### src/logic/smf_map.vh
// Constants for the SBC mode and failure configuration block.
`ifndef SMF_MAP_VH
`define SMF_MAP_VH
// Register indexes on the plain register port.
`define SMF_ADDR_MODE_CTRL 4'h0
`define SMF_ADDR_HARDWARE_CONTROL_REG 4'h1
`define SMF_ADDR_WAKE_LVL 4'h2
`define SMF_ADDR_STATUS 4'h3
// Mode codes held in the mode field.
`define SMF_MODE_INIT 3'h0
`define SMF_MODE_NORMAL 3'h1
`define SMF_MODE_STOP 3'h2
`define SMF_MODE_SLEEP 3'h3
`define SMF_MODE_RESTART 3'h4
`define SMF_MODE_FAILSAFE 3'h5
// Field positions.
`define SMF_MC_SOFTRST_BIT 3
`define SMF_HW_CFG_BIT 0
`define SMF_HW_OVRST_BIT 1
`define SMF_WL_PIN_CONFIG_LEVEL_BIT 0
`define SMF_ST_POR_BIT 0
`define SMF_ST_OV_BIT 1
`define SMF_ST_WDF_BIT 2
`define SMF_ST_DEV_BIT 3
// Reset values.
`define SMF_HARDWARE_CONTROL_REG_RST 2'h0
// Timing in nanoseconds and clock period.
`define SMF_CLK_NS 25
`define SMF_CFG_FILTER_NS 10000
`define SMF_RESET_DELAY_NS 10000000
`define SMF_LONG_WINDOW_NS 200000000
`define SMF_SPI_FRAME_BITS 16
`endif

### src/logic/smf_mode_ctrl.v
// Operating-mode state machine and hardware failure configuration of the SBC.
//
// Local design decisions: the register addresses and the address-and-strobe port.
`timescale 1ns/1ps
`include "smf_map.vh"
// What this block does
// - Exactly six modes, one current mode at a time.
// - Enter init after power-up and after software soft reset.
// - Stop mode keeps the main regulator on.
// - Sleep mode turns the main regulator off.
// - Restart on wake or failure, asserts reset, then normal after delay.
// - Fail-safe turns regulator off until wake or overtemperature clears.
// - Development mode reaches all modes but halts the watchdog.
// - Debug pin low during init selects development mode.
// - All configuration and diagnosis uses 16-bit serial frames; here they arrive as 16-bit words on the register port.
// - Mode field write changes mode; restart clears it to show mode.
// - Power-on starts init with watchdog long open window.
// - During reset delay pull interrupt pin low and filter its level.
// - Latch filtered interrupt level as pin config on reset rising edge.
// - While power-on flag set, re-pull and re-latch at every reset pulse.
// - Unstable interrupt level during sampling stores zero.
// - Pin config and fail-count select give four configurations.
// - Pin config 1: watchdog failure restarts; fail outputs after 1st or 2nd.
// - Pin config 0: fail-safe; config 4 first failure restarts instead.
// - Overvoltage with enable sets flag, fail outputs, restart or fail-safe.
// - Software reads fail-count select and pin config bits.
// - Any serial command in init moves to normal.
// - No trigger in long open window during init gives failure, restart.
// - Latched configuration kept until power-on reset.
module smf_mode_ctrl #(
    parameter CFG_FILTER_CYC = (`SMF_CFG_FILTER_NS + `SMF_CLK_NS - 1) / `SMF_CLK_NS,
    // A bench may shorten these counts; the defaults are the full times at 40 MHz.
    parameter RESET_DELAY_CYC = (`SMF_RESET_DELAY_NS + `SMF_CLK_NS - 1) / `SMF_CLK_NS,
    parameter LONG_WINDOW_CYC = `SMF_LONG_WINDOW_NS / `SMF_CLK_NS
) (
    input wire clock_i,
    input wire reset_i,
    input wire [3:0] reg_addr_i,
    input wire [15:0] reg_wdata_i,
    input wire reg_write_i,
    input wire reg_read_i,
    input wire spi_frame_i,
    input wire wd_trigger_i,
    input wire wd_fail_i,
    input wire overvoltage_i,
    input wire wake_i,
    input wire overtemp_i,
    input wire int_pin_i,
    input wire debug_sel_i,
    output reg [15:0] reg_rdata_o,
    output reg [2:0] mode_o,
    output reg main_reg_en_o,
    output reg reset_output_o,
    output reg int_pull_down_o,
    output reg fail_outputs_o,
    output reg wd_halt_o
);

// ----------------------------------------------------------------
// Synchronisers for asynchronous pins
// ----------------------------------------------------------------
// Each pin costs two cycles of latency before any reaction.
// That is far below every time the block has to meet, so nothing is lost.
reg [6:0] sync1_r;
reg [6:0] sync2_r;
wire int_s = sync2_r[0];
wire dbg_s = sync2_r[1];
wire ov_s = sync2_r[2];
wire wake_s = sync2_r[3];
wire ot_s = sync2_r[4];
wire wdf_s = sync2_r[5];
wire trg_s = sync2_r[6];

always @(posedge clock_i or posedge reset_i) begin
    if (reset_i) begin
        // The debug pin idles high; clearing it would fake development mode at release.
        // Every other pin idles low, so the edge detectors see no false edge after reset.
        sync1_r <= 7'h02;
        sync2_r <= 7'h02;
    end else begin
        sync1_r <= {wd_trigger_i, wd_fail_i, overtemp_i, wake_i, overvoltage_i,
                    debug_sel_i, int_pin_i};
        sync2_r <= sync1_r;
    end
end

// ----------------------------------------------------------------
// State
// ----------------------------------------------------------------
// The delay and window counters are 32 bits wide so that the full default times fit.
// The delay counter stops at its end value instead of wrapping, so a long stay in
// one mode can never make the reset output fall again by itself.
reg [2:0] mode_r;
reg [2:0] mode_nxt;
reg [31:0] delay_cnt_r;
reg [31:0] win_cnt_r;
reg [15:0] filt_cnt_r;
reg filt_lvl_r;
reg filt_stable_r;
reg pin_cfg_r;
reg cfg_sel_r;
reg ov_rst_en_r;
reg por_flag_r;
reg ov_flag_r;
reg dev_mode_r;
reg wd_fail_seen_r;
reg wdf_d_r;
reg ov_d_r;
reg rst_out_d_r;
reg in_rd_r;

// ----------------------------------------------------------------
// Decoding helpers
// ----------------------------------------------------------------
// These decodes are shared by several processes.
// Keeping each in one place stops the copies from drifting apart.

// True while the next mode is init or restart and the reset delay has not run out.
// A change of mode counts as the first cycle of a fresh delay.
function reset_hold;
    input [2:0] next_mode;
    input [2:0] cur_mode;
    input [31:0] count;
    begin
        reset_hold = (next_mode == `SMF_MODE_INIT || next_mode == `SMF_MODE_RESTART) &&
                     (next_mode != cur_mode || count < RESET_DELAY_CYC - 1);
    end
endfunction

// Decodes one register index on a strobe; every write path goes through it, while reads decode the address in their own case.
function reg_hit;
    input strobe;
    input [3:0] addr;
    input [3:0] index;
    begin
        reg_hit = strobe && (addr == index);
    end
endfunction

// Sleep and fail-safe both drop the main regulator and hold the controller in reset.
function power_off;
    input [2:0] mode;
    begin
        power_off = (mode == `SMF_MODE_SLEEP) || (mode == `SMF_MODE_FAILSAFE);
    end
endfunction

wire mode_wr = reg_hit(reg_write_i, reg_addr_i, `SMF_ADDR_MODE_CTRL);
// A soft reset rides on a mode write, so it is refused nowhere.
wire soft_rst = mode_wr && reg_wdata_i[`SMF_MC_SOFTRST_BIT];
wire hw_wr = reg_hit(reg_write_i, reg_addr_i, `SMF_ADDR_HARDWARE_CONTROL_REG);
wire status_wr = reg_hit(reg_write_i, reg_addr_i, `SMF_ADDR_STATUS);
// Reset stays low through the delay in init and restart, and in the off states.
wire rst_hold = reset_hold(mode_nxt, mode_r, delay_cnt_r) || power_off(mode_nxt);
wire cfg_window = por_flag_r && reset_hold(mode_nxt, mode_r, delay_cnt_r);
wire win_expired = (mode_r == `SMF_MODE_INIT) && !dev_mode_r &&
                   (win_cnt_r >= LONG_WINDOW_CYC - 1);
wire wd_event = ((wdf_s && !wdf_d_r) && !dev_mode_r) || win_expired;
wire ov_event = ov_s && !ov_d_r && ov_rst_en_r;
// The four configurations of pin level and fail-count select:
// pin 1, select 1: restart, fail outputs on the first failure.
// pin 0, select 1: fail-safe, fail outputs on the first failure.
// pin 1, select 0: restart, fail outputs on the second failure.
// pin 0, select 0: restart first, then fail-safe and fail outputs on the second.
// First failure in config 4 goes to restart; every other pin 0 case goes fail-safe.
wire wd_to_fs = !pin_cfg_r && (cfg_sel_r || wd_fail_seen_r);

// ----------------------------------------------------------------
// Mode selection
// ----------------------------------------------------------------
// Priority, lowest first: the mode's own exits, a watchdog failure, an overvoltage,
// and a soft reset. The off states ignore failures because the controller is
// unpowered there and cannot have caused them.
always @* begin
    mode_nxt = mode_r;
    case (mode_r)
        `SMF_MODE_INIT: begin
            if (spi_frame_i || mode_wr) begin
                mode_nxt = `SMF_MODE_NORMAL;
            end
        end
        `SMF_MODE_NORMAL, `SMF_MODE_STOP: begin
            if (mode_wr) begin
                // Stop cannot go straight to sleep; that request falls back to restart.
                case (reg_wdata_i[2:0])
                    `SMF_MODE_NORMAL: mode_nxt = `SMF_MODE_NORMAL;
                    `SMF_MODE_STOP: mode_nxt = `SMF_MODE_STOP;
                    `SMF_MODE_SLEEP: mode_nxt = (mode_r == `SMF_MODE_STOP) ?
                                                 `SMF_MODE_RESTART : `SMF_MODE_SLEEP;
                    default: mode_nxt = mode_r;
                endcase
            end
        end
        `SMF_MODE_SLEEP: begin
            if (wake_s) begin
                mode_nxt = `SMF_MODE_RESTART;
            end
        end
        `SMF_MODE_RESTART: begin
            if (delay_cnt_r >= RESET_DELAY_CYC - 1 && !wdf_s && !ov_s) begin
                mode_nxt = `SMF_MODE_NORMAL;
            end
        end
        `SMF_MODE_FAILSAFE: begin
            // Fail-safe is left as soon as a wake arrives or the overtemperature is gone.
            if (wake_s || !ot_s) begin
                mode_nxt = `SMF_MODE_RESTART;
            end
        end
        default: mode_nxt = `SMF_MODE_INIT;
    endcase
    if (!power_off(mode_r)) begin
        if (wd_event) begin
            mode_nxt = wd_to_fs ? `SMF_MODE_FAILSAFE : `SMF_MODE_RESTART;
        end
        if (ov_event) begin
            mode_nxt = pin_cfg_r ? `SMF_MODE_RESTART : `SMF_MODE_FAILSAFE;
        end
    end
    if (soft_rst) begin
        mode_nxt = `SMF_MODE_INIT;
    end
end

// ----------------------------------------------------------------
// Mode register, timers and failure bookkeeping
// ----------------------------------------------------------------
// The failure count only remembers whether one failure has been seen; that is all
// the four configurations need, and it keeps the counter to a single flag.
// Fail outputs are sticky until power-on reset.
always @(posedge clock_i or posedge reset_i) begin
    if (reset_i) begin
        mode_r <= `SMF_MODE_INIT;
        delay_cnt_r <= 32'h0;
        win_cnt_r <= 32'h0;
        wd_fail_seen_r <= 1'b0;
        fail_outputs_o <= 1'b0;
        ov_flag_r <= 1'b0;
        wdf_d_r <= 1'b0;
        ov_d_r <= 1'b0;
    end else begin
        mode_r <= mode_nxt;
        wdf_d_r <= wdf_s;
        ov_d_r <= ov_s;
        // Restart and init both hold reset low for the reset delay time.
        if (mode_nxt != mode_r) begin
            delay_cnt_r <= 32'h0;
        end else if (delay_cnt_r < RESET_DELAY_CYC) begin
            delay_cnt_r <= delay_cnt_r + 32'h1;
        end
        if (mode_r != `SMF_MODE_INIT || trg_s || mode_nxt != mode_r) begin
            win_cnt_r <= 32'h0;
        end else if (!dev_mode_r) begin
            win_cnt_r <= win_cnt_r + 32'h1;
        end
        if (wd_event) begin
            wd_fail_seen_r <= 1'b1;
            if (cfg_sel_r || wd_fail_seen_r) begin
                fail_outputs_o <= 1'b1;
            end
        end
        if (ov_event) begin
            fail_outputs_o <= 1'b1;
        end
        // A new overvoltage wins over a clear in the same cycle.
        if (ov_s && !ov_d_r) begin
            ov_flag_r <= 1'b1;
        end else if (status_wr && reg_wdata_i[`SMF_ST_OV_BIT]) begin
            ov_flag_r <= 1'b0;
        end
    end
end

// ----------------------------------------------------------------
// Configuration sampling on the interrupt pin
// ----------------------------------------------------------------
// A level change restarts the filter count, so only a level that holds for the
// whole filter time counts as stable. An unstable pin latches zero, the safe choice.
// Development mode can only be entered, never left, until the next power-on.
always @(posedge clock_i or posedge reset_i) begin
    if (reset_i) begin
        filt_cnt_r <= 16'h0;
        filt_lvl_r <= 1'b0;
        filt_stable_r <= 1'b0;
        pin_cfg_r <= 1'b0;
        dev_mode_r <= 1'b0;
        por_flag_r <= 1'b1;
        rst_out_d_r <= 1'b0;
    end else begin
        rst_out_d_r <= reset_output_o;
        if (!in_rd_r) begin
            filt_cnt_r <= 16'h0;
            filt_stable_r <= 1'b0;
        end else if (int_s != filt_lvl_r) begin
            filt_lvl_r <= int_s;
            filt_cnt_r <= 16'h0;
            filt_stable_r <= 1'b0;
        end else if (filt_cnt_r >= CFG_FILTER_CYC[15:0] - 16'h1) begin
            filt_stable_r <= 1'b1;
        end else begin
            filt_cnt_r <= filt_cnt_r + 16'h1;
        end
        if (reset_output_o && !rst_out_d_r && por_flag_r) begin
            pin_cfg_r <= filt_stable_r & filt_lvl_r;
        end
        if (mode_r == `SMF_MODE_INIT && !dbg_s) begin
            dev_mode_r <= 1'b1;
        end
        if (status_wr && reg_wdata_i[`SMF_ST_POR_BIT]) begin
            por_flag_r <= 1'b0;
        end
    end
end

// ----------------------------------------------------------------
// Outputs
// ----------------------------------------------------------------
// Every pin set here except wd_halt_o is registered from the next mode, so the outputs change on the same
// edge as the mode register and never glitch while the mode decode settles.
always @(posedge clock_i or posedge reset_i) begin
    if (reset_i) begin
        mode_o <= `SMF_MODE_INIT;
        main_reg_en_o <= 1'b1;
        reset_output_o <= 1'b0;
        int_pull_down_o <= 1'b0;
        in_rd_r <= 1'b0;
        wd_halt_o <= 1'b0;
    end else begin
        mode_o <= mode_nxt;
        main_reg_en_o <= !power_off(mode_nxt);
        reset_output_o <= !rst_hold;
        // The filter runs exactly while the pull-down is on, but through the synchroniser its first two samples still come from before it.
        in_rd_r <= cfg_window;
        int_pull_down_o <= cfg_window;
        wd_halt_o <= dev_mode_r;
    end
end

// ----------------------------------------------------------------
// Register port
// ----------------------------------------------------------------
// Read data stand for one cycle only and are zero otherwise, so a stray sample
// by the controller never picks up a stale value.
always @(posedge clock_i or posedge reset_i) begin
    if (reset_i) begin
        cfg_sel_r <= 1'b0;
        ov_rst_en_r <= 1'b0;
        reg_rdata_o <= 16'h0000;
    end else begin
        if (hw_wr) begin
            cfg_sel_r <= reg_wdata_i[`SMF_HW_CFG_BIT];
            ov_rst_en_r <= reg_wdata_i[`SMF_HW_OVRST_BIT];
        end
        reg_rdata_o <= 16'h0000;
        if (reg_read_i) begin
            case (reg_addr_i)
                `SMF_ADDR_MODE_CTRL: reg_rdata_o <= {13'h0000, mode_r};
                `SMF_ADDR_HARDWARE_CONTROL_REG: reg_rdata_o <= {14'h0000, ov_rst_en_r, cfg_sel_r};
                `SMF_ADDR_WAKE_LVL: reg_rdata_o <= {15'h0000, pin_cfg_r};
                `SMF_ADDR_STATUS: reg_rdata_o <= {12'h000, dev_mode_r, wd_fail_seen_r,
                                                   ov_flag_r, por_flag_r};
                default: reg_rdata_o <= 16'h0000;
            endcase
        end
    end
end

endmodule // smf_mode_ctrl

### config.mk
export PLATFORM = sky130hd
export DESIGN_NAME = smf_mode_ctrl
export DESIGN_NICKNAME = d
export VERILOG_FILES = /design/src/logic/smf_mode_ctrl.v
export VERILOG_INCLUDE_DIRS = /design/src /design/src/logic
export SDC_FILE = /design/constraint.sdc
export NUM_CORES = 1
export LEC_CHECK = 0
export ABC_AREA = 1
export BUFFER_PORTS_ARGS = -buffer_cell sky130_fd_sc_hd__buf_2
export CORE_ASPECT_RATIO = 0.75
export CORE_MARGIN = 3
export CORE_UTILIZATION = 50
export CTS_CLUSTER_SIZE = 16
export DETAILED_ROUTE_END_ITERATION = 10
export HOLD_SLACK_MARGIN = 0.03
export PLACE_DENSITY = 0.72
export SYNTH_ARGS = -nofsm -noshare
export SYNTH_HDL_FRONTEND = slang
export SYNTH_SLANG_ARGS = --single-unit
### constraint.sdc
create_clock -name clock_i -period 3.3 [get_ports clock_i]
set_input_delay 0.33 -clock clock_i [delete_from_list [all_inputs] [get_ports clock_i]]
set_output_delay 0.33 -clock clock_i [all_outputs]
set_load 0.05 [all_outputs]
Word-level counts from Yosys, hierarchy flattened

Index checks and enable logic that the tools add are counted.

Bits in registers: 130
Bits in latches: 0
RAM bits: 0
Bits in read-only memories: 0
Bits of input ports: 32
Output and inout port bits: 24
Word-level logic and storage cells: 136
Memories kept: 0

$add $sub $neg: 3
Multiply operators: 0
Divide/modulo/power cells: 0
$lt $le $gt $ge: 5
Equality and inequality tests: 19
Shifts and indexed selects: 0
Multiplexer cells: 31
Bitwise gates (word level): 1
Reduce and logical (&&, ||, !) cells: 53

Operator list:

| operator              | number |
|---|---|
| $mux 32               | 4 |
| $add 32x1->32 const B | 2 |
| $lt 32x19->1 const B  | 2 |
| $mux 16               | 3 |
| $ge 32x19->1 const B  | 1 |
| $ge 32x23->1 const B  | 1 |
| $mux 3                | 10 |
| $logic_and 1x1->1     | 20 |
| $add 16x1->16 const B | 1 |
| $ge 16x9->1 const B   | 1 |
| $pmux 4 s4            | 1 |
| $eq 3x2->1 const B    | 5 |
| $pmux 3 s5            | 1 |
| $eq 3x3->1 const B    | 4 |
| $logic_not 1->1       | 11 |
| $logic_or 1x1->1      | 11 |
| $mux 1                | 10 |
| $pmux 3 s3            | 1 |
| $eq 4x2->1 const B    | 2 |
| $reduce_bool 2->1     | 4 |
| $eq 3x1->1 const B    | 2 |
| $logic_not 3->1       | 2 |
| $eq 4x1->1 const B    | 1 |
| $logic_not 4->1       | 1 |
| 10 further kinds      | 11 |

Logic depth before layout (Yosys ltp)

Gate-level depths: netlist of run 1.

Depth in word-level cells: 14
Mapped depth: 20
Mapped depth without buffers: 20

Least setup slack after synthesis of run 1

No wires, ideal clock.

Path type: flip-flop to flip-flop
From: register, netlist name mode_o[2]
To: register delay_cnt_r[0]
Library setup time: 0.080 ns
Data arrival time: 2.056 ns
Required time: 3.220 ns
Setup slack: 1.164 ns
Stages on the path, launching flop included: 18
Buffers on the path: 1
Period minus slack after synthesis: 2.136 ns
Cells stage by stage: dfrtp_1 -> inv_1 -> nand2_1 -> nor2_1 -> inv_1 -> o21ai_0 -> nor2_1 -> nand2_1 -> inv_1 -> nand2_1 -> nand2_1 -> nand2_1 -> nand2_1 -> nand2_1 -> nand2_2 -> nand2_2 -> buf_6 -> nor3_2

RTL lines:

| element              | RTL line            | source |
|---|---|---|
| end signal, assigned | smf_mode_ctrl.v:249 | `delay_cnt_r <= delay_cnt_r + 32'h1;` |
| end, declared        | smf_mode_ctrl.v:95  | `reg [31:0] delay_cnt_r;` |

Worst setup path after layout of run 1

From: register delay_cnt_r[15]
To: register delay_cnt_r[2]

Word-level cells in the longest chain between the ends: 11
Elaborated cells between the ends (all ways): 13
Classes of those cells: 2 x order compare; 1 x eq/ne; 7 x mux; 3 x reduce/logical

RTL lines:

| element                                             | RTL line            | source |
|---|---|---|
| $ge 32x19->1 *                                      | smf_mode_ctrl.v:200 | `if (delay_cnt_r >= RESET_DELAY_CYC - 1 && !wdf_s && !ov_s) begin` |
| $logic_and 1x1->1 * (2 in series)                   | smf_mode_ctrl.v:200 |  |
| $mux 3 *                                            | smf_mode_ctrl.v:200 |  |
| $pmux 3 s5 *                                        | smf_mode_ctrl.v:176 | `case (mode_r)` |
| $mux 3                                              | smf_mode_ctrl.v:213 | `if (wd_event) begin` |
| $mux 3                                              | smf_mode_ctrl.v:216 | `if (ov_event) begin` |
| $mux 3 *                                            | smf_mode_ctrl.v:212 | `if (!power_off(mode_r)) begin` |
| $mux 3 *                                            | smf_mode_ctrl.v:220 | `if (soft_rst) begin` |
| named net mode_nxt[2]                               | smf_mode_ctrl.v:94  | `reg [2:0] mode_nxt;` |
| $ne 3x3->1 *                                        | smf_mode_ctrl.v:246 | `if (mode_nxt != mode_r) begin` |
| $mux 32 / $reduce_bool 2->1 (equally long branches) | -                   |  |

Mark *: on every way through the listed nets, which the timed path passes. The rest lies on a longest branch.
A chain may end at the register's enable or synchronous reset.

==> results.md, run 1 <==
Worst setup path:
- The stage delay of the slowest cell on the critical path is 0.42 ns.
- The data arrival time of the critical path is 2.95 ns.
- The number of cells on the worst reg-to-reg path is 17.
- The cell with the largest stage delay on the worst path is sky130_fd_sc_hd__dfrtp_1.
- The type of the setup path with the least slack is flip-flop to flip-flop.
- The signal on the critical path passes through nor2_1 -> nand3_1 -> nor2_1 -> nand2_1 -> nand2_1 -> nand2_1 -> nand2_1 -> nand2_1 -> nand2_1 -> nand2_1 -> nand2_2 -> nand2_2 -> nand2_1 -> nand2_1 -> nor2_4 -> nand2_2 -> nor3b_1.
- The type of origin of the critical path is a flip-flop.
- The element type at the critical path end is a flip-flop.
- Counting both buffers and inverters, the worst setup path holds a total of 0.
- Across all register-to-register paths, the minimum setup slack is 0.66 ns.
- By instance count, the cell type seen most on the critical path is sky130_fd_sc_hd__nand2_1.
- Along the worst path, the maximum fanout reaches 32.
- The dominant delay contributor by cell family on the critical path is simple AND/OR/NAND/NOR gates.
- The data required time at the worst endpoint is 3.61 ns.
- The endpoint identified for the worst register-to-register timing path is delay_cnt_r[2].
- The startpoint identified for the worst register-to-register timing path is delay_cnt_r[15].

Pwr:
- VDD sags by at most 0.000396 V.
- The leakage power is 0.00310 µW.
- The ratio of total power to cell area is 627 nW/µm².

STA:
- The final number of setup-violating endpoints is 0.
- For this run, the top clock speed supported by timing is 379 MHz.
- For the final database, setup skew stands at 0.0119 ns.
- The smallest clock period supported by the final layout is computed as 2.64 ns.
- The total negative setup slack is 0 ns.
- The final max-slew violation count is 0.
- The number of hold violations in the final report is 0.
- The portion of the clock cycle consumed by the worst path in the final layout is 79.9%.
- The slew at the pin closest to its max-slew limit is 0.652 ns.
- Across all hold checks on the routed design, the worst slack comes to 0.0544 ns.
- Setup repair after global routing left no endpoint under its margin.
- Headroom to the max-slew limit came out at 56.5%.

Final layout:
- The diode insertion count for antenna repair is 0.
- The count of non-filler cells in the finished layout is 909.
- The final non-filler cell area is 6730 µm².
- Relative to the synthesized area, the layout overhead comes to 15.5%.
- Leaving out fill and tap cells, the most frequent cells in the layout are sky130_fd_sc_hd__nand2_1 (137), sky130_fd_sc_hd__nor2_1 (126), sky130_fd_sc_hd__dfrtp_1 (114).
- In the final design database the tool counted 791 nets.
- The fraction of final layout cells with drive strength greater than 1 is 12.4%.
- Leaving out fill and tap cells, the most frequent cell in the layout is sky130_fd_sc_hd__nand2_1.
- The number of fill cells in the layout is 940.
- The area of all sequential standard cells is 2960 µm².
- The combined area of the multi-input logic cells is 2340 µm².

Logic synthesis:
- sky130_fd_sc_hd__dfrtp_1 takes more of the synthesized area than any other cell.
- In the post-synthesis netlist, the biggest area contributors are sky130_fd_sc_hd__dfrtp_1 (49%), sky130_fd_sc_hd__nand2_1 (8.8%), sky130_fd_sc_hd__nor2_1 (8.1%).
- The area share of the largest cell type after synthesis is 49.0%.
- The post-synthesis sequential element count is 118.
- The synthesized instance count is 706.
- The share of the Yosys chip area taken by registers is 50.8%.
- The synthesized netlist contains 39 unique library cells.
- The synthesized netlist occupies a cell area of 5830 µm².
- A synthesized cell averages 8.25 µm².
- During synthesis, Yosys emitted a total of 0 warnings.

Global route:
- The first global-routing pass estimated 20.1 mm of wire.
- The number of antenna violations at the first check in global routing came to 0.
- The via count of the first global-routing pass was 4434.
- The overall track demand over capacity in global routing is 19.3%.
- The pin count of the biggest net entering global routing is 62.
- The total overflow left after global routing is 0.

Placement:
- The sum of net half-perimeters after detailed placement is 7.91 mm.
- The count of buffers added on input and output ports is 31.
- The post-detailed-placement cell area is 6060 µm².
- The number of placed cells counting well taps is 870.
- The congestion estimate from routability-driven global placement came to 0.890.

CTS:
- The H-tree was split into 4 levels.
- The clock net in this run drives a total of 118 sinks.
- Clock-pin slew was measured on the worst setup and hold paths at 0.06 ns.
- The buffer levels on the longest clock path is 2.
- The number of clock buffers added by TritonCTS is 17.
- TritonCTS built the clock tree.
- The clock latency reported for the late side of the worst-skew pair is 0.41 ns.
- The tree is rooted in a sky130_fd_sc_hd__clkbuf_16.

Detailed routing:
- The final antenna-violating net count is 0.
- The DRC violation count after routing is 0.
- In the routed layout, each cell is associated on average with a via count of 5.08.
- In the final routed layout, each cell accounts on average for 12.7 µm.
- The number of detailed-route iterations in the first pass is 5.
- The total number of vias is 4617.
- The post-detailed-routing wire length is 11.6 mm.
- The detailed router finished its first iteration with 279 violations.

Floorplanning:
- The starting density of the core is 52.3%.
- The total die area is 13000 µm².
- The core region is 11100 µm².
- 56 I/O pins were placed.
- The y dimension of the die is 99.5 µm.
- From left edge to right edge, the die measures 131 µm.
- The number of rows in the core area is 33.

Min path:
- The min-delay analysis places its worst path in the category input pin to flip-flop.
- The startpoint identified for the worst hold timing path is wd_fail_i.
- Along the worst hold path, the cell count comes to 1.
- For hold timing, the worst endpoint is sync1_r[5].

Run status:
- The run finished with clean final reports.

Job:
- Across the run, the number of max-cap violations was 0.
==> registers in the layout, summed over array words and instances, names as in the netlist, 3 cells and up <==
register / flops
sync2_r: 7
filt_cnt_r: 16
win_cnt_r: 32
delay_cnt_r: 32
sync1_r: 7
reg_rdata_o: 4
mode_o: 3
==> per-stage QoR <==
step / setup WS [ns] / power (µW) / util, %
5_1_grt: 0.383 / 4400 / 60.4
4_1_cts: 0.665 / 4250 / 60.4
6_report: 0.664 / 4220 / 60.4
3_3_place_gp: 0.827 / 2350 / 54.3
3_5_place_dp: 0.726 / 2370 / 54.3
2_1_floorplan: 1.16 / 2290 / -
==> layer usage <==
metal  wire length (µm)  up-vias  GRT usage [%]
met4                196        0           7.75
met1               5610     2175           27.0
li1                   -     2304              -
met2               5240      114           28.6
met3                526       24           5.10
met5                  0        -              0
==> cell usage after synthesis (all sizes together) <==
cell type,number
ha,3
o211ai,1
a31oi,4
inv,104
clkbuf,4
nor3b,3
xnor2,6
clkinv,2
o32ai,1
or2,1
o221ai,1
xor2,31
conb,1
a21oi,17
nand3b,3
mux2,1
dfstp,4
nor3,27
buf,16
nor2,134
nand2,144
a21o,1
o22ai,2
dfrtp,114
nand4,22
nand3,30
a41oi,1
o21ai,24
nor4,4
==> final cells by class <==
cell class,count,area share (%)
inverter,106,5.97
clock inverter,12,2.31
tap,140,2.60
multi-input combinational,473,34.8
timing repair buffer,40,3.76
sequential,118,43.9
clock buffer,20,6.64
==> worst register-to-register path, stage by stage (launching register included) <==
cell                      delay [ns]
sky130_fd_sc_hd__dfrtp_1        0.42
sky130_fd_sc_hd__nor2_1         0.17
sky130_fd_sc_hd__nand3_1        0.10
sky130_fd_sc_hd__nor2_1         0.19
sky130_fd_sc_hd__nand2_1        0.08
sky130_fd_sc_hd__nand2_1        0.06
sky130_fd_sc_hd__nand2_1        0.05
sky130_fd_sc_hd__nand2_1        0.13
sky130_fd_sc_hd__nand2_1        0.09
sky130_fd_sc_hd__nand2_1        0.07
sky130_fd_sc_hd__nand2_1        0.06
sky130_fd_sc_hd__nand2_2        0.09
sky130_fd_sc_hd__nand2_2        0.06
sky130_fd_sc_hd__nand2_1        0.05
sky130_fd_sc_hd__nand2_1        0.08
sky130_fd_sc_hd__nor2_4         0.14
sky130_fd_sc_hd__nand2_2        0.37
sky130_fd_sc_hd__nor3b_1        0.32
==> where the power goes <==
part / switching [µW] / internal (µW)
registers: 72.2 / 1530
clock network: 659 / 1210
logic: 578 / 168
total: 1310 / 2910
==> repair_timing <==
item	CTS	global route
setup buffers	0	0
hold buffers	7	0
resized for setup	0	0
hold endpoints to repair	35	0
==> logic make-up (layout without fill, tap and decap cells) <==
kind of cell	after synthesis	count (layout)	share of synthesized area, %
simple gates	368	368	28.1
mux	1	1	0.193
flops	118	118	50.8
buf+inv	126	178	9.75
other cells	1	12	0.0644
fa+ha+maj	3	3	0.644
compound gates	52	52	4.94
xor+xnor	37	37	5.56
==> worst max path at each step <==
stage	startpoint	to	slack, ns	cells past startpoint
floorplan	mode_o[2]	delay_cnt_r[0]	1.16	17
global route	delay_cnt_r[15]	delay_cnt_r[9]	0.38	17
finish	delay_cnt_r[15]	delay_cnt_r[2]	0.66	17
detailed placement	win_cnt_r[0]	delay_cnt_r[2]	0.73	17
CTS	delay_cnt_r[15]	delay_cnt_r[2]	0.66	17
global placement	dev_mode_r	delay_cnt_r[2]	0.83	10
(Power assumes the default switching activity.)
==> inputs of run 2 (changes only) <==
- clock period: 3.3 -> 2.12 ns (I/O delays scaled with it)
==> run 2 against run 1 <==
Net effect: the flow now finishes with violations (setup timing); setup slack worse by 0.98 ns; die area unchanged; wire length up 22%; combinational power rose to 3.2 times the previous value; register-to-register slack worse by 0.98 ns; clock skew down 0.0036 ns; critical path depth up 3; via count up 9.3%; sequential power up 54%; first-iteration DRC count down 9.7%; sequential cell count unchanged.
==> results.md, run 2 (synthesis gave the netlist of run 1 again) <==
Worst setup path:
- The signal on the critical path passes through inv_1 -> nand2_1 -> nor2_1 -> nand2_1 -> nand2_1 -> nand2_1 -> nand2_1 -> nand2_1 -> nand2_2 -> nand2_2 -> nand2_2 -> nand2_2 -> nand2_2 -> nand2_2 -> nand2_2 -> nand2_2 -> nor2_4 -> nand2_4 -> bufbuf_16 -> nor2_1.
- The maximum fanout along the worst path is 8 (-75%).
- The startpoint identified for the worst register-to-register timing path is delay_cnt_r[7].
- The cell with the largest stage delay on the worst path is sky130_fd_sc_hd__dfrtp_1.
- The type of origin of the critical path is a flip-flop.
- The number of cells on the worst reg-to-reg path is 20 (+3).
- In this run the critical register-to-register path is captured at delay_cnt_r[12].
- The stage delay of the slowest cell on the critical path is 0.38 ns (-0.04 ns).
- The most critical setup path has its startpoint at delay_cnt_r[7].
- By instance count, the cell type seen most on the critical path is sky130_fd_sc_hd__nand2_2.
- The worst setup path is of the flip-flop to flip-flop kind.
- The data arrival time of the critical path was 2.78 ns (-0.17 ns).
- The element type at the critical path end is a flip-flop.
- The sum of buffers and inverters on the critical path was 2 (+2).
- The data required time at the worst endpoint was 2.46 ns (-1.15 ns).
- The setup slack on the worst flop-to-flop path came to -0.31 ns (-0.98 ns).
- The dominant delay contributor by cell family on the critical path is simple AND/OR/NAND/NOR gates.

Detailed routing:
- The total number of vias is 5046 (+9.3%).
- The DRC violation count after routing is 0 (unchanged).
- The number of detailed-route iterations in the first pass is 5 (unchanged).
- The post-detailed-routing wire length was 14.2 mm (+22%).
- The routed length per instance is 14.4 µm (+13%).
- The via-per-instance ratio was 5.13 (+1.1%).
- The first-iteration detailed-routing DRC count is 252 (-9.7%).
- The final antenna-violating net count is 0 (unchanged).

CTS:
- TritonCTS built the clock tree.
- The CTS sink count is 118 (unchanged).
- The number of buffers created by CTS came to 17 (unchanged).
- The clock transition time at the flip-flop clock pins of the worst setup and hold paths is 0.06 ns (about the same).
- The buffer type at the clock tree root is sky130_fd_sc_hd__clkbuf_16.
- The buffer levels on the longest clock path is 2 (unchanged).
- The clock latency reported for the late side of the worst-skew pair is 0.41 ns (about the same).
- The H-tree level count is 4 (unchanged).

Floorplanning:
- The number of rows in the core area came to 33 (unchanged).
- The width of the die came to 131 µm (unchanged).
- The total die area is 13000 µm² (unchanged).
- The starting density of the core is 52.3% (unchanged).
- The core box area is 11100 µm² (unchanged).
- The y dimension of the die is 99.5 µm (unchanged).
- The boundary pin count is 56 (unchanged).

Min path:
- The tightest min-delay check is of the input pin to flip-flop type.
- The number of cells traversed by the worst hold path is 3 (+2).
- The worst hold path endpoint is ov_rst_en_r.
- The origin of the worst min-delay path is reg_wdata_i[1].

Global route:
- The overall track demand over capacity in global routing is 21.9% (+2.7 points).
- The via count of the first global-routing pass is 4877 (+10%).
- The number of antenna violations at the first check in global routing is 0 (unchanged).
- The total grt overflow is 0 (unchanged).
- The pin count of the biggest net entering global routing was 59 (-4.8%).
- The wire length of the first global-routing pass came to 22.7 mm (+13%).

Final layout:
- In the layout the commonest cells are sky130_fd_sc_hd__nand2_1 (129), sky130_fd_sc_hd__dfrtp_1 (113), sky130_fd_sc_hd__inv_1 (100).
- The number of fill cells in the layout is 798 (-15%).
- The number of nets in the finished design is 865 (+9.4%).
- Compared with the post-synthesis result, the final layout area differs by 33.8%.
- The diode insertion count for antenna repair is 0 (unchanged).
- The fraction of final layout cells with drive strength greater than 1 was 28.5% (+16 points).
- The final non-filler cell area came to 7800 µm² (+16%).
- The most common library cell in the layout ignoring fill and taps is sky130_fd_sc_hd__nand2_1.
- The largest registers in the layout are delay_cnt_r x32, win_cnt_r x32, filt_cnt_r x16.

Placement:
- The post-detailed-placement cell area is 6510 µm² (+7.5%).
- The routability congestion estimate is 0.879 (-1.2%).
- The sum of net half-perimeters after detailed placement is 8.67 mm (+9.5%).
- The total of buffers placed on input and output ports is 31 (unchanged).

Pwr:
- The clock network fraction of total power is 36.5% (-7.7 points).
- The design internal power is 5010 µW (+72%).
- The switching share of total power is 34.5% (+3.4 points).
- The total power consumption of the routed design came to 7640 µW (+81%).
- The ratio of total power to cell area came to 980 nW/µm² (+56%).
- The part of the total power dissipated in combinational logic is 31.0% (+13 points).
- The switching power summed over all nets was 2630 µW (+100%).
- The relative contribution of sequential cells to total power is 32.5% (-5.6 points).
- The leakage power is 0.00354 µW (+14%).
- The peak supply drop is 0.000774 V (+95%).

STA:
- The final number of setup-violating endpoints is 66 (+66).
- The number of hold violations in the final report is 0 (unchanged).
- The slew at the pin closest to its max-slew limit is 0.574 ns (-0.0780 ns).
- The final max-slew violation count is 0 (unchanged).
- The final setup slack of the worst path is -0.314 ns (-0.979 ns).
- Setup repair after global routing could not meet its margin everywhere.
- The portion of the clock cycle consumed by the worst path in the final layout is 115% (+35 points).
- The final critical-path required period is 2.43 ns (-0.201 ns).
- The final setup skew was 0.00836 ns (-0.00356 ns).
- The headroom to the max-slew limit is 61.7% (+5.2 points).
- The highest attainable clock frequency came to 411 MHz (+8.3%).

Job:
- The max-capacitance violation count is 0 (unchanged).

Run status:
- The run finished, with violations left.
- The checks that failed: setup timing.
run 2: area by class of cell:
cell class / instances / area [µm²] / share of cell area [%]
sequential: 118 / 2960 / 37.9
multi-input combinational: 473 / 2730 / 35.0
timing repair buffer: 114 / 951 / 12.2
clock buffer: 18 / 439 / 5.63
inverter: 106 / 402 / 5.15
tap: 140 / 175 / 2.25
clock inverter: 14 / 140 / 1.80
run 2: how the worst max path moves through the flow:
stage	end	slack, ns	depth (start not counted)
after floorplan	delay_cnt_r[0]	0.001	13
after global placement	delay_cnt_r[9]	-0.07	20
after detailed placement	delay_cnt_r[2]	-0.16	20
after CTS	delay_cnt_r[24]	-0.12	20
after global routing	delay_cnt_r[12]	-0.45	20
final	delay_cnt_r[12]	-0.31	20
run 2: layer usage:
metal  vias up  part of all wire, %  global-route usage [%]
li1       2459                    -                       -
met1      2422                   44                    29.7
met2       148                   50                    35.4
met3        17                  4.3                    4.72
met4         0                  1.4                    6.88
met5         -                    0                       0
run 2: repair_timing:
action / 4_1_cts / 5_1_grt
gates cloned: 2 / 1
gates resized for setup: 40 / 74
buffers inserted: 6 / 6
setup endpoints to repair: 63 / 67
endpoints found under the hold margin: 30 / 0
pin swaps: 3 / 13
hold buffers: 11 / 0
run 2: through the flow:
step / hold slack [ns] / TNS (ns) / utilization [%] / setup slack [ns] / instances
after CTS: 0.152 / -4.86 / 66.7 / -0.123 / 976
after global routing: 0.192 / -25.03 / 69.9 / -0.450 / 983
after global placement: 0.298 / -1.34 / 58.4 / -0.0738 / 925
after detailed placement: 0.312 / -4.93 / 58.4 / -0.161 / 925
final: 0.172 / -15.64 / 69.9 / -0.314 / 983
after floorplan: 0.216 / 0 / - / 0.00130 / 717
run 2: power groups by stage:
stage	clock network [µW]	logic (µW)	registers, µW
finish	2790	2370	2480
global route	2920	2510	2490
CTS	2810	1870	2480
detailed placement	0	1400	2520
global placement	0	1380	2510
floorplan	0	868	2700
run 2: tightest hold or removal path, stage by stage:
cell and delay, ns:
sky130_fd_sc_hd__buf_2 0.12, sky130_fd_sc_hd__inv_1 0.10, sky130_fd_sc_hd__o21ai_0 0.10
==> inputs of run 3 (changes only) <==
- GPL_TIMING_DRIVEN: not set -> 0
==> run 3 against run 2 <==
Net effect: the run still ends with setup timing left; maximum frequency grew 9.5%; non-clock buffer count shrank 21; setup slack gained 0.21 ns; sequential cell count is the same; die area is the same; wire length shrank 12%; sequential share of layout area grew 1.5 points; count of clock-buffer cells in the layout shrank 1; utilization shrank 2.7 points; final cell count shrank 2.0%; hold slack lost 0.084 ns; critical path depth shrank 3.
==> results.md, run 3 (synthesis gave the netlist of run 1 again) <==
Detailed routing:
- The total number of vias is 4829 (-4.3%).
- The number of detailed-route iterations in the first pass came to 4 (-1).
- The final antenna-violating net count is 0 (unchanged).
- The via-per-instance ratio is 5.01 (-2.3%).
- The DRC violation count after routing is 0 (unchanged).
- The first-iteration detailed-routing DRC count came to 270 (+7.1%).
- The routed length per instance is 13.0 µm (-9.8%).
- The post-detailed-routing wire length came to 12.5 mm (-12%).

STA:
- The final setup slack of the worst path was -0.103 ns (+0.212 ns).
- The number of hold violations in the final report came to 0 (unchanged).
- The final setup skew is 0.00812 ns (-0.000241 ns).
- The slew at the pin closest to its max-slew limit is 0.555 ns (-0.0189 ns).
- The final number of setup-violating endpoints is 65 (-1.5%).
- Setup repair after global routing could not meet its margin everywhere.
- The final critical-path required period is 2.22 ns (-0.212 ns).
- The portion of the clock cycle consumed by the worst path in the final layout is 105% (-10 points).
- The headroom to the max-slew limit is 62.9% (+1.3 points).
- The highest attainable clock frequency was 450 MHz (+9.5%).
- The final max-slew violation count is 0 (unchanged).
- The total negative setup slack is -4.31 ns (+11.33 ns).

Final layout:
- The number of nets in the finished design was 845 (-2.3%).
- The final design utilization is 67.3% (-2.7 points).
- The fraction of final layout cells with drive strength greater than 1 was 24.8% (-3.7 points).
- The most common library cell in the layout ignoring fill and taps is sky130_fd_sc_hd__nand2_1.
- The largest registers in the layout are delay_cnt_r x32, win_cnt_r x32, filt_cnt_r x16.
- The diode insertion count for antenna repair was 0 (unchanged).
- The final non-filler cell area was 7500 µm² (-3.8%).
- Relative to the synthesized area, the layout overhead comes to 28.8%.
- In the layout the commonest cells are sky130_fd_sc_hd__nand2_1 (129), sky130_fd_sc_hd__dfrtp_1 (111), sky130_fd_sc_hd__nor2_1 (98).

Worst setup path:
- The number of cells on the worst reg-to-reg path is 17 (-15%).
- The cell with the largest stage delay on the worst path is sky130_fd_sc_hd__dfrtp_1.
- The cell type with the highest occurrence count on the critical path is sky130_fd_sc_hd__nand2_1.
- The critical path startpoint is win_cnt_r[0].
- The sum of buffers and inverters on the critical path is 1 (-1).
- The element type at the critical path end is a flip-flop.
- The data required time at the worst endpoint is 2.42 ns (-0.04 ns).
- The stage delay of the slowest cell on the critical path was 0.38 ns (about the same).
- The source of the worst register-to-register timing path is win_cnt_r[0].
- Walking the worst path, the cells encountered are ha_2 -> nand3_4 -> nor2_2 -> nand2_1 -> nand2_1 -> nand2_1 -> nand2_1 -> nand2_2 -> nand3_4 -> nand3_4 -> nand2_1 -> nand2_2 -> nand2_1 -> nand2_4 -> nand2_4 -> clkbuf_16 -> nor2_4.
- The worst setup path is of the flip-flop to flip-flop kind.
- STA classifies the critical path startpoint as a flip-flop.
- The data arrival time of the critical path is 2.52 ns (-0.26 ns).
- Grouping stages by cell kind, the critical path spends the most delay in simple AND/OR/NAND/NOR gates.
- The maximum fanout along the worst path is 7 (-1).
- The count of cell instances traversed by the critical path came to 17 (-15%).

Run status:
- The flow ran to the end, but the final reports show violations.
- The checks that failed: setup timing.

CTS:
- The buffer type at the clock tree root is sky130_fd_sc_hd__clkbuf_16.
- The buffer levels on the longest clock path is 2 (unchanged).
- The clock transition time at the flip-flop clock pins of the worst setup and hold paths is 0.06 ns (about the same).
- The H-tree level count is 4 (unchanged).
- The CTS sink count is 118 (unchanged).
- The clock latency reported for the late side of the worst-skew pair is 0.42 ns (about the same).
- TritonCTS built the clock tree.
- The number of buffers created by CTS is 17 (unchanged).

Pwr:
- The leakage power is 0.00342 µW (-3.3%).
- The ratio of total power to cell area is 990 nW/µm² (+1.0%).
- The relative contribution of sequential cells to total power is 33.7% (+1.2 points).
- The peak supply drop is 0.000642 V (-17%).
- The switching power summed over all nets is 2430 µW (-7.7%).
- The total power consumption of the routed design came to 7430 µW (-2.8%).
- The design internal power came to 4990 µW (-0.30%).
- The part of the total power dissipated in combinational logic came to 26.2% (-4.8 points).
- The switching share of total power is 32.7% (-1.7 points).
- The clock network fraction of total power was 40.1% (+3.6 points).

Global route:
- The most used routing layer is met2.
- The number of antenna violations at the first check in global routing is 0 (unchanged).
- The met2 global-route usage is 31.3% (-4.1 points).
- The met1 global-route usage came to 28.0% (-1.7 points).
- The pin count of the biggest net entering global routing came to 37 (-37%).
- The total grt overflow is 0 (unchanged).
- The wire length of the first global-routing pass is 21.2 mm (-6.5%).
- The global routing met3 resource utilization is 5.80% (+1.1 points).
- The via count of the first global-routing pass is 4700 (-3.6%).
- The overall track demand over capacity in global routing came to 20.5% (-1.5 points).

Placement:
- The post-detailed-placement cell area is 6260 µm² (-3.8%).
- The routability congestion estimate is 0.869 (-1.1%).
- The sum of net half-perimeters after detailed placement is 8.27 mm (-4.6%).
- The minimum setup slack after placement is -0.179 ns (-0.0174 ns).
- The total of buffers placed on input and output ports is 31 (unchanged).

Min path:
- In this run the most critical hold path is launched from reg_addr_i[2].
- The type of the most critical hold path is input pin to flip-flop.
- The number of cells traversed by the worst hold path was 4 (+1).

Floorplanning:
- The width of the die is 131 µm (unchanged).
- The core box area is 11100 µm² (unchanged).
- The boundary pin count is 56 (unchanged).
- The number of rows in the core area came to 33 (unchanged).
- The total die area came to 13000 µm² (unchanged).
- The y dimension of the die came to 99.5 µm (unchanged).
- The starting density of the core was 52.3% (unchanged).

Job:
- The max-capacitance violation count is 0 (unchanged).
==> run 3: through the flow <==
stage | std cells | hold WS [ns]
5_1_grt | 963 | 0.0837
4_1_cts | 948 | 0.0708
2_1_floorplan | 717 | 0.216
3_5_place_dp | 891 | 0.297
3_3_place_gp | 888 | 0.320
6_report | 963 | 0.0879
==> run 3: worst min-delay path: cells and delay by family <==
| kind | cells | cell delay [ns] |
|---|---|---|
| AND/OR/NAND/NOR | 2 | 0.11 |
| buffers and inverters | 1 | 0.10 |
| AO/OA/AOI/OAI | 1 | 0.04 |
==> run 3: per-layer routing <==
metal  vias to the layer above  wire length [µm]
li1                       2420                 -
met1                      2282              5810
met3                        19               601
met2                       108              5910
met4                         0               201
met5                         -                 0
==> run 3: layout make-up <==
type	instances	area, µm²
Fill cell	873	3650
Inverter	106	410
Clock inverter	15	193
Multi-Input combinational cell	473	2580
Sequential cell	118	2960
Timing Repair Buffer	73	552
Timing Repair inverter	1	5.00
Tap cell	140	175
Clock buffer	17	425
Buffer	20	200
==> run 3: final timing paths <==
check | endpoint | slack [ns]
min in group asynchronous | filt_cnt_r[0] | 0.42
hold reg to reg | sync2_r[6] | 0.35
setup / recovery | delay_cnt_r[17] | -0.10
max in group asynchronous | por_flag_r | 0.64
hold / removal | reg_rdata_o[0] | 0.09
setup reg to reg | delay_cnt_r[17] | -0.10
==> run 3: repair_timing <==
action                     in CTS  in global routing
setup endpoints to repair      64                 70
pin swaps                       7                  6
resized for setup              53                 28
hold endpoints to repair       35                  0
cloned                          3                  1
buffers inserted               11                 14
hold buffers                   11                  0
==> run 3: power by group through the flow <==
stage	Clock (µW)	Combinational (µW)	Sequential, µW
after floorplan	0	868	2700
after global placement	0	1330	2530
after detailed placement	0	1360	2530
after CTS	3030	1820	2490
after global routing	3170	2090	2520
final	2980	1940	2500
